<file path="src/cct_pkg.sv">
// package for the capture compare timer: register map, fields, carriers
package cct_pkg;
  // register byte offsets (one byte each, 16-bit registers take two)
  localparam logic [7:0] OFF_ROLE = 8'h80;
  localparam logic [7:0] OFF_FORCE = 8'h81;
  localparam logic [7:0] OFF_M7MASK = 8'h82;
  localparam logic [7:0] OFF_M7DATA = 8'h83;
  localparam logic [7:0] OFF_COUNT = 8'h84;
  localparam logic [7:0] OFF_SYSCTL = 8'h86;
  localparam logic [7:0] OFF_ACT_HI = 8'h88;
  localparam logic [7:0] OFF_ACT_LO = 8'h89;
  localparam logic [7:0] OFF_EDGE_HI = 8'h8a;
  localparam logic [7:0] OFF_EDGE_LO = 8'h8b;
  localparam logic [7:0] OFF_CH_IE = 8'h8c;
  localparam logic [7:0] OFF_OVF_CTL = 8'h8d;
  localparam logic [7:0] OFF_CH_FLAGS = 8'h8e;
  localparam logic [7:0] OFF_OVF_FLAGS = 8'h8f;
  localparam logic [7:0] OFF_CH_VALUE0 = 8'h90;
  localparam logic [7:0] OFF_PA_COUNT = 8'ha2;
  localparam logic [7:0] OFF_PORT_DATA = 8'ha4;
  localparam logic [7:0] OFF_PORT_DIR = 8'ha5;
  localparam logic [7:0] OFF_SPECIAL = 8'ha6;
  // field positions
  localparam int SYS_EN_BIT = 7;
  localparam int SYS_WAIT_BIT = 6;
  localparam int SYS_BDM_BIT = 5;
  localparam int SYS_FFC_BIT = 4;
  localparam int OVF_IE_BIT = 7;
  localparam int OVF_CRE_BIT = 3;
  localparam int OVF_FLAG_BIT = 7;
  localparam int PA_OVF_BIT = 1;
  localparam int PA_IN_BIT = 0;
  // reset values and limits
  localparam logic [7:0] RST_BYTE = 8'h00;
  localparam logic [15:0] RST_WORD = 16'h0000;
  localparam logic [15:0] COUNT_MAX = 16'hffff;
  localparam logic [5:0] DIV64_LAST = 6'h3f;
  localparam logic [2:0] PRE_MAX_CODE = 3'h5;

  typedef struct packed {
    logic [7:0] role;
    logic [7:0] m7mask;
    logic [7:0] m7data;
    logic [7:0] sysctl;
    logic [15:0] act;
    logic [15:0] edges;
    logic [7:0] ch_ie;
    logic [7:0] ovf_ctl;
    logic [2:0] pre_active;
    logic [7:0] ch_flags;
    logic ovf_flag;
    logic [1:0] pa_flags;
    logic [15:0] count;
    logic [4:0] pre_cnt;
    logic [5:0] div64_cnt;
    logic [127:0] value;
    logic [7:0] oc_level;
    logic [7:0] port_data;
    logic [7:0] port_dir;
    logic [7:0] pin_prev;
    logic [31:0] rdata;
    logic ack;
    logic special;
  } cct_state_s;

  typedef struct packed {
    logic [7:0] pin_out;
    logic [7:0] pin_oe;
  } cct_pins_s;
endpackage : cct_pkg

</file>
<file path="src/cct_timer.sv">
// capture compare timer with wishbone register slave
// Summary of operation
// - one prescaled 16-bit counter and eight 16-bit capture or compare channels
// - role bit 0 selects capture, 1 selects compare
// - force bits run the compare action now, flag untouched; force reads zero
// - masked channel in compare role drives its pin regardless of direction bit
// - master compare copies master data into each masked port bit whose channel is in compare role
// - master compare beats other channel compare on masked bits same cycle
// - counter writes only work in special mode; first period may differ
// - enable low stops counter and removes divide-by-64 clock
// - stop-in-wait halts timer during wait mode
// - stop-in-background halts timer in debug mode, else runs
// - fast clear: capture value read or compare value write clears flag
// - fast clear: counter access clears overflow; accumulator access clears its flags
// - nonzero action pair makes pin an output of that compare channel
// - action codes: disconnect, toggle, drive low, drive high
// - edge codes: off, rising, falling, either
// - channel enable gates its flag onto interrupt request
// - overflow enable gates overflow flag onto interrupt request
// - counter reset enable makes master compare zero the counter
// - master value zero holds counter at zero; all ones never overflows
// - active compare on a pin overrides its direction bit
// - port data writes to a timer-held pin only update the latch
// - prescale codes divide by 1 to 32; new code waits for stages zero
// - overflow flag sets when counter wraps from all ones to zero
// - writing one clears a flag, zero leaves it
// - capture latches the counter on its edge; compare fires on equality
//
// Chosen here: register access over Wishbone.
`timescale 1ns/1ps
module cct_timer (
  // clock and reset
  input wire logic clk_sys,
  input wire logic rst_n,
  // wishbone slave
  input wire logic wb_cyc_i,
  input wire logic wb_stb_i,
  input wire logic wb_we_i,
  input wire logic [7:0] wb_adr_i,
  input wire logic [3:0] wb_sel_i,
  input wire logic [31:0] wb_dat_i,
  output logic [31:0] wb_dat_o,
  output logic wb_ack_o,
  // mcu mode
  input wire logic mcu_wait,
  input wire logic mcu_background,
  // timer port pins
  input wire logic [7:0] pin_in,
  output cct_pkg::cct_pins_s pins,
  // interrupt requests and accumulator clock
  output logic [7:0] ch_irq,
  output logic ovf_irq,
  output logic pa_clk_tick
);
  cct_pkg::cct_state_s s, n;
  logic [7:0] pin_s1, pin_s2;

  function automatic logic [1:0] pair(input logic [15:0] v, input int i);
    pair = v[2*i +: 2];
  endfunction : pair

  function automatic logic [4:0] pre_mask(input logic [2:0] code);
    pre_mask = 5'((6'h01 << code) - 6'h01);
  endfunction : pre_mask

  // pin synchroniser
  always_ff @(posedge clk_sys or negedge rst_n) begin
    if (!rst_n) begin
      pin_s1 <= cct_pkg::RST_BYTE;
      pin_s2 <= cct_pkg::RST_BYTE;
    end else begin
      pin_s1 <= pin_in;
      pin_s2 <= pin_s1;
    end
  end

  logic running, tick, wr, rd, acc, m7_match, ovf_set;
  logic [7:0] match, cap_ev, force_v, fire, timer_own, m7_own;
  logic [15:0] wword;

  always_comb begin
    n = s;
    acc = wb_cyc_i && wb_stb_i && !s.ack;
    wr = acc && wb_we_i;
    rd = acc && !wb_we_i;
    wword = {wb_sel_i[1] ? wb_dat_i[15:8] : 8'h00, wb_sel_i[0] ? wb_dat_i[7:0] : 8'h00};
    running = s.sysctl[cct_pkg::SYS_EN_BIT]
      && !(s.sysctl[cct_pkg::SYS_WAIT_BIT] && mcu_wait)
      && !(s.sysctl[cct_pkg::SYS_BDM_BIT] && mcu_background);
    // prescaler, new code only when all stages zero
    tick = 1'b0;
    if (running) begin
      n.pre_cnt = (s.pre_cnt + 5'h01) & pre_mask(s.pre_active);
      tick = ((s.pre_cnt & pre_mask(s.pre_active)) == pre_mask(s.pre_active));
      if (n.pre_cnt == 5'h00) begin
        n.pre_active = (s.ovf_ctl[2:0] > cct_pkg::PRE_MAX_CODE) ? s.pre_active
                                                                : s.ovf_ctl[2:0];
      end
      n.div64_cnt = s.div64_cnt + 6'h01;
    end
    pa_clk_tick = running && (s.div64_cnt == cct_pkg::DIV64_LAST);
    // compares and captures
    force_v = (wr && wb_adr_i == cct_pkg::OFF_FORCE && wb_sel_i[0]) ? wb_dat_i[7:0] : 8'h00;
    for (int i = 0; i < 8; i++) begin
      // one match per prescaled period, so a toggle action fires once
      match[i] = s.role[i] && tick && (s.count == s.value[16*i +: 16]);
      cap_ev[i] = !s.role[i] && ((s.edges[2*i] && !s.pin_prev[i] && pin_s2[i])
        || (s.edges[2*i+1] && s.pin_prev[i] && !pin_s2[i]));
      if (cap_ev[i]) n.value[16*i +: 16] = s.count;
    end
    n.pin_prev = pin_s2;
    fire = (match | force_v) & s.role;
    m7_match = fire[7];
    // output actions
    for (int i = 0; i < 8; i++) begin
      if (fire[i]) begin
        case (pair(s.act, i))
          2'b01: n.oc_level[i] = !s.oc_level[i];
          2'b10: n.oc_level[i] = 1'b0;
          2'b11: n.oc_level[i] = 1'b1;
          default: n.oc_level[i] = s.oc_level[i];
        endcase
      end
      if (m7_match && s.m7mask[i]) n.oc_level[i] = s.m7data[i];
    end
    // counter
    ovf_set = tick && s.count == cct_pkg::COUNT_MAX
      && !(match[7] && s.ovf_ctl[cct_pkg::OVF_CRE_BIT]);
    if (tick) begin
      if (match[7] && s.ovf_ctl[cct_pkg::OVF_CRE_BIT]) begin
        n.count = cct_pkg::RST_WORD;
      end else begin
        n.count = s.count + 16'h0001;
      end
    end
    // software clears first, hardware sets win
    if (wr && wb_adr_i == cct_pkg::OFF_CH_FLAGS && wb_sel_i[0]) begin
      n.ch_flags = s.ch_flags & ~wb_dat_i[7:0];
    end
    if (wr && wb_adr_i == cct_pkg::OFF_OVF_FLAGS && wb_sel_i[0]
        && wb_dat_i[cct_pkg::OVF_FLAG_BIT]) begin
      n.ovf_flag = 1'b0;
    end
    if (s.sysctl[cct_pkg::SYS_FFC_BIT]) begin
      for (int i = 0; i < 8; i++) begin
        if (wb_adr_i[7:1] == 7'(({1'b0, cct_pkg::OFF_CH_VALUE0} + 9'(2*i)) >> 1)) begin
          if ((rd && !s.role[i]) || (wr && s.role[i])) n.ch_flags[i] = 1'b0;
        end
      end
      if (acc && wb_adr_i[7:1] == cct_pkg::OFF_COUNT[7:1]) begin
        n.ovf_flag = 1'b0;
      end
      if (acc && wb_adr_i[7:1] == cct_pkg::OFF_PA_COUNT[7:1]) n.pa_flags = 2'b00;
    end
    n.ch_flags = n.ch_flags | (match & s.role) | cap_ev;
    n.ovf_flag = n.ovf_flag || ovf_set;
    // register writes
    if (wr) begin
      case (wb_adr_i)
        cct_pkg::OFF_ROLE: if (wb_sel_i[0]) n.role = wb_dat_i[7:0];
        cct_pkg::OFF_M7MASK: if (wb_sel_i[0]) n.m7mask = wb_dat_i[7:0];
        cct_pkg::OFF_M7DATA: if (wb_sel_i[0]) n.m7data = wb_dat_i[7:0];
        cct_pkg::OFF_COUNT: if (s.special) begin
          n.count = wword;
        end
        cct_pkg::OFF_SYSCTL: if (wb_sel_i[0]) n.sysctl = wb_dat_i[7:0] & 8'hf0;
        cct_pkg::OFF_ACT_HI: if (wb_sel_i[0]) n.act[15:8] = wb_dat_i[7:0];
        cct_pkg::OFF_ACT_LO: if (wb_sel_i[0]) n.act[7:0] = wb_dat_i[7:0];
        cct_pkg::OFF_EDGE_HI: if (wb_sel_i[0]) n.edges[15:8] = wb_dat_i[7:0];
        cct_pkg::OFF_EDGE_LO: if (wb_sel_i[0]) n.edges[7:0] = wb_dat_i[7:0];
        cct_pkg::OFF_CH_IE: if (wb_sel_i[0]) n.ch_ie = wb_dat_i[7:0];
        cct_pkg::OFF_OVF_CTL: if (wb_sel_i[0]) n.ovf_ctl = wb_dat_i[7:0];
        cct_pkg::OFF_PORT_DATA: if (wb_sel_i[0]) n.port_data = wb_dat_i[7:0];
        cct_pkg::OFF_PORT_DIR: if (wb_sel_i[0]) n.port_dir = wb_dat_i[7:0];
        cct_pkg::OFF_SPECIAL: if (wb_sel_i[0]) n.special = wb_dat_i[0];
        default: begin
          for (int i = 0; i < 8; i++) begin
            if (s.role[i] && wb_adr_i == 8'(cct_pkg::OFF_CH_VALUE0 + 8'(2*i))) begin
              n.value[16*i +: 16] = wword;
            end
          end
        end
      endcase
    end
    // read mux
    n.rdata = 32'h0000_0000;
    if (rd) begin
      case (wb_adr_i)
        cct_pkg::OFF_ROLE: n.rdata[7:0] = s.role;
        cct_pkg::OFF_FORCE: n.rdata[7:0] = 8'h00;
        cct_pkg::OFF_M7MASK: n.rdata[7:0] = s.m7mask;
        cct_pkg::OFF_M7DATA: n.rdata[7:0] = s.m7data;
        cct_pkg::OFF_COUNT: n.rdata[15:0] = s.count;
        cct_pkg::OFF_SYSCTL: n.rdata[7:0] = s.sysctl;
        cct_pkg::OFF_ACT_HI: n.rdata[7:0] = s.act[15:8];
        cct_pkg::OFF_ACT_LO: n.rdata[7:0] = s.act[7:0];
        cct_pkg::OFF_EDGE_HI: n.rdata[7:0] = s.edges[15:8];
        cct_pkg::OFF_EDGE_LO: n.rdata[7:0] = s.edges[7:0];
        cct_pkg::OFF_CH_IE: n.rdata[7:0] = s.ch_ie;
        cct_pkg::OFF_OVF_CTL: n.rdata[7:0] = s.ovf_ctl;
        cct_pkg::OFF_CH_FLAGS: n.rdata[7:0] = s.ch_flags;
        cct_pkg::OFF_OVF_FLAGS: n.rdata[cct_pkg::OVF_FLAG_BIT] = s.ovf_flag;
        cct_pkg::OFF_PORT_DATA: n.rdata[7:0] = s.port_data;
        cct_pkg::OFF_PORT_DIR: n.rdata[7:0] = s.port_dir;
        cct_pkg::OFF_SPECIAL: n.rdata[0] = s.special;
        default: begin
          for (int i = 0; i < 8; i++) begin
            if (wb_adr_i == 8'(cct_pkg::OFF_CH_VALUE0 + 8'(2*i))) begin
              n.rdata[15:0] = s.value[16*i +: 16];
            end
          end
        end
      endcase
    end
    n.ack = acc;
    // pin ownership
    for (int i = 0; i < 8; i++) begin
      m7_own[i] = s.role[i] && s.m7mask[i];
      timer_own[i] = (s.role[i] && pair(s.act, i) != 2'b00) || m7_own[i];
    end
    pins.pin_out = (timer_own & s.oc_level) | (~timer_own & s.port_data);
    pins.pin_oe = timer_own | s.port_dir;
    ch_irq = s.ch_flags & s.ch_ie;
    ovf_irq = s.ovf_flag && s.ovf_ctl[cct_pkg::OVF_IE_BIT];
    wb_ack_o = s.ack;
    wb_dat_o = s.rdata;
  end

  always_ff @(posedge clk_sys or negedge rst_n) begin
    if (!rst_n) begin
      s <= '0;
    end else begin
      s <= n;
    end
  end
endmodule : cct_timer

</file>
<file path="config.mk">
export PLATFORM = sky130hd
export DESIGN_NAME = cct_timer
export DESIGN_NICKNAME = d
export VERILOG_FILES = /design/src/cct_pkg.sv /design/src/cct_timer.sv
export SDC_FILE = /design/constraint.sdc
export NUM_CORES = 1
export LEC_CHECK = 0
export ABC_AREA = 0
export BUFFER_PORTS_ARGS = -buffer_cell sky130_fd_sc_hd__buf_4
export CORE_MARGIN = 2
export CORE_UTILIZATION = 35
export DETAILED_ROUTE_END_ITERATION = 10
export SLEW_MARGIN = 5
export SYNTH_ARGS = -nofsm -noshare
export SYNTH_HDL_FRONTEND = slang
export SYNTH_SLANG_ARGS = --single-unit
</file>
<file path="constraint.sdc">
create_clock -name clk_sys -period 2.6 [get_ports clk_sys]
set_input_delay 0.26 -clock clk_sys [delete_from_list [all_inputs] [get_ports clk_sys]]
set_output_delay 0.26 -clock clk_sys [all_outputs]
set_load 0.1 [all_outputs]
</file>
==> results.sh <==
export IMPL_drtIter0Drc=1638
export IMPL_fp_dieW_um=232
export IMPL_hold_path_depth=3
export IMPL_fin_crit_ps=2530
export IMPL_multi_input_area_um2=9640
export IMPL_arrival_ps=2990
export IMPL_tritoncts="done"
export IMPL_max_clock_path_buffers=3
export IMPL_syn2layout_area_growth_pct=18.6
export IMPL_fin_util_pct=42.0
export IMPL_seqCellArea_um2=7730
export IMPL_routed_via_density=5.83
export IMPL_antenna_found_initial=0
export IMPL_slew_viol_final=0
export IMPL_rr_startpoint="s[234]"
export IMPL_fin_nets=2057
export IMPL_htreeDepth=2
export IMPL_grt_pass1_vias=15400
export IMPL_ant_nets=0
export IMPL_ir_drop_uv=383
export IMPL_boundaryPins=118
export IMPL_final_layout_size_suffix_gt1_share_pct=23.3
export IMPL_insertion_delay_ps=570
export IMPL_synth_seq_area_share_pct=42.4
export IMPL_setup_slack_ps=70.8
export IMPL_finalClockSkew_ps=16.4
export IMPL_worstHoldPathType="input port to register"
export IMPL_r2r_end="s[59]"
export IMPL_ys_top_cells_by_area="dfrtp_1, mux2_2, a21oi_1, xor2_1, a211oi_1"
export IMPL_synth_most_common_cell="dfrtp_1"
export IMPL_rsz0062_at_grt="false"
export IMPL_synth_top_area_share_pct=42.4
export IMPL_power_density_nw_per_um2=517
export IMPL_synth_top_flop_cell="dfrtp_1"
export IMPL_ys_types=73
export IMPL_port_buffers=83
export IMPL_grt_max_degree=77
export IMPL_overflow=0
export IMPL_fill_cells=4955
export IMPL_maxCapViolCount=0
export IMPL_synth_edf_count=0
export IMPL_diodes=0
export IMPL_cp_end_kind="register"
export IMPL_syn_area_per_cell_um2=9.68
export IMPL_critical_path_class="register to register"
export IMPL_period_share_pct=97.3
export IMPL_worst_slew_pin_slew_ps=996
export IMPL_hold_viol=0
export IMPL_vias=15700
export IMPL_place_ws_ps=-178
export IMPL_gp_congestion=0.995
export IMPL_timing_slew_headroom_pct=31.9
export IMPL_ff2ff_path_depth=8
export IMPL_ys_ff_latch=309
export IMPL_ys_top_cells_by_count="dfrtp_1, a21oi_1, nand2_1"
export IMPL_initial_utilization_pct=35.4
export IMPL_status="complete, no violations"
export IMPL_clock_sinks=309
export IMPL_r2r_setup_slack_ps=70
export IMPL_syn_inst=1882
export IMPL_rows=83
export IMPL_finalSetupViolCount=0
export IMPL_hold_end="s[160]"
export IMPL_p_leak_nw=9.87
export IMPL_startpoint_type="register"
export IMPL_die_y_um=232
export IMPL_yosysWarningCount=0
export IMPL_hold_start="wb_dat_i[14]"
export IMPL_grt_usage_pct=25.0
export IMPL_cts_buffers=39
export IMPL_cts_root_buf="clkbuf_16"
export IMPL_wire_per_inst_um=25.1
export IMPL_clk_pin_slew_ps=60
export IMPL_coreArea_um2=51400
export IMPL_hpwl_um=48600
export IMPL_synthArstFlopShare_pct=100
export IMPL_crit_path_max_fanout=10
export IMPL_max_freq_mhz=395
export IMPL_dr_pass1_iters=5
export IMPL_wl_um=67600
export IMPL_grt_pass1_wl_um=101000
export IMPL_required_ps=3060
export IMPL_yosys_area_top_type="dfrtp_1"
export IMPL_route_detailed_drc=0
export IMPL_synth_area_um2=18200
export IMPL_die_area_um2=53900
[kinds of logic after synthesis]
group | after synthesis | synth area share, %
AO/OA/AOI/OAI | 484 | 17.0
XOR/XNOR | 158 | 7.59
adder cells (fa/ha/maj) | 5 | 0.343
buffers and inverters | 204 | 5.18
flip-flops | 309 | 42.4
multiplexers | 191 | 11.4
other | 1 | 0.0206
AND/OR/NAND/NOR | 530 | 16.1
[where the power goes]
part | leakage, nW | total [mW] | switching [mW] | internal [mW]
registers | 4.14 | 4.96 | 0.0773 | 4.88
clock network | 0.608 | 5.29 | 2.19 | 3.11
logic | 5.12 | 0.912 | 0.652 | 0.261
total | 9.87 | 11.2 | 2.91 | 8.25
[cell type report]
class                           instances  area share [%]
Multi-Input combinational cell       1384            44.6
Sequential cell                       309            35.8
Timing Repair Buffer                  244            9.72
Clock buffer                           60            5.44
Tap cell                              680            3.94
Inverter                               15           0.261
Clock inverter                          7           0.249
[critical path, cell delays in order, from the launching register on]
cell and delay (ps):
dfrtp_1 480, nor3_4 260, o2111ai_2 130, or3_4 470, nor3_1 260, buf_4 170, a21oi_1 50, mux2_1 320
mux2_2 260
[layout by cell type, fill, tap and decap left out, types with 64 or more instances in the layout]
master and n:
xnor2_1 64, a211oi_1 105, a21oi_1 157, xor2_1 94, o21ai_0 76, dfrtp_1 309, buf_4 215, nor2b_1 100
mux2_2 130, nand2_1 139
[flip-flops by register name (all words and copies together) (netlist names)]
name / count
s: 276
wb_dat_o: 16
pin_s1: 8
pin_s2: 8
wb_ack_o: 1
[metrics by stage]
step | hold WS (ps) | instances | TNS [ps] | total power, mW | cell area [um2]
6_report | 29.3 | 2699 | 0 | 11.2 | 21600
5_1_grt | 42.7 | 2699 | 0 | 11.5 | 21600
4_1_cts | 13.4 | 2699 | 0 | 11.2 | 21600
3_5_place_dp | 217 | 2623 | -178 | 5.94 | 20300
3_3_place_gp | 222 | 2623 | -136 | 5.92 | 20300
2_1_floorplan | -35.6 | 1897 | 0 | 5.51 | 18300
[how the worst max path moves through the flow]
stage | startpoint | end | slack (ps) | cells after the start
final | s[234] | s[59] | 70 | 8
after floorplan | wb_ack_o | s[299] | 10 | 5
after global placement | wb_adr_i[3] | wb_dat_o[5] | -140 | 9
after detailed placement | wb_adr_i[3] | wb_dat_o[5] | -180 | 9
after global routing | s[232] | s[59] | 6 | 8
after CTS | s[234] | s[59] | 70 | 8
[per-layer routing]
layer	track usage [%]	part of all wire, %	vias to the layer above
li1	-	-	6981
met1	35.1	44	7870
met2	38.4	45	764
met3	3.84	7.9	125
met4	9.84	3.5	0
met5	0	0	-
[repair_timing]
action,CTS,global route
gates resized for setup,0,1
setup endpoints to repair,0,2
hold endpoints to repair,53,0
setup buffers,0,0
hold buffers,9,0
(Power assumes the default switching activity.)
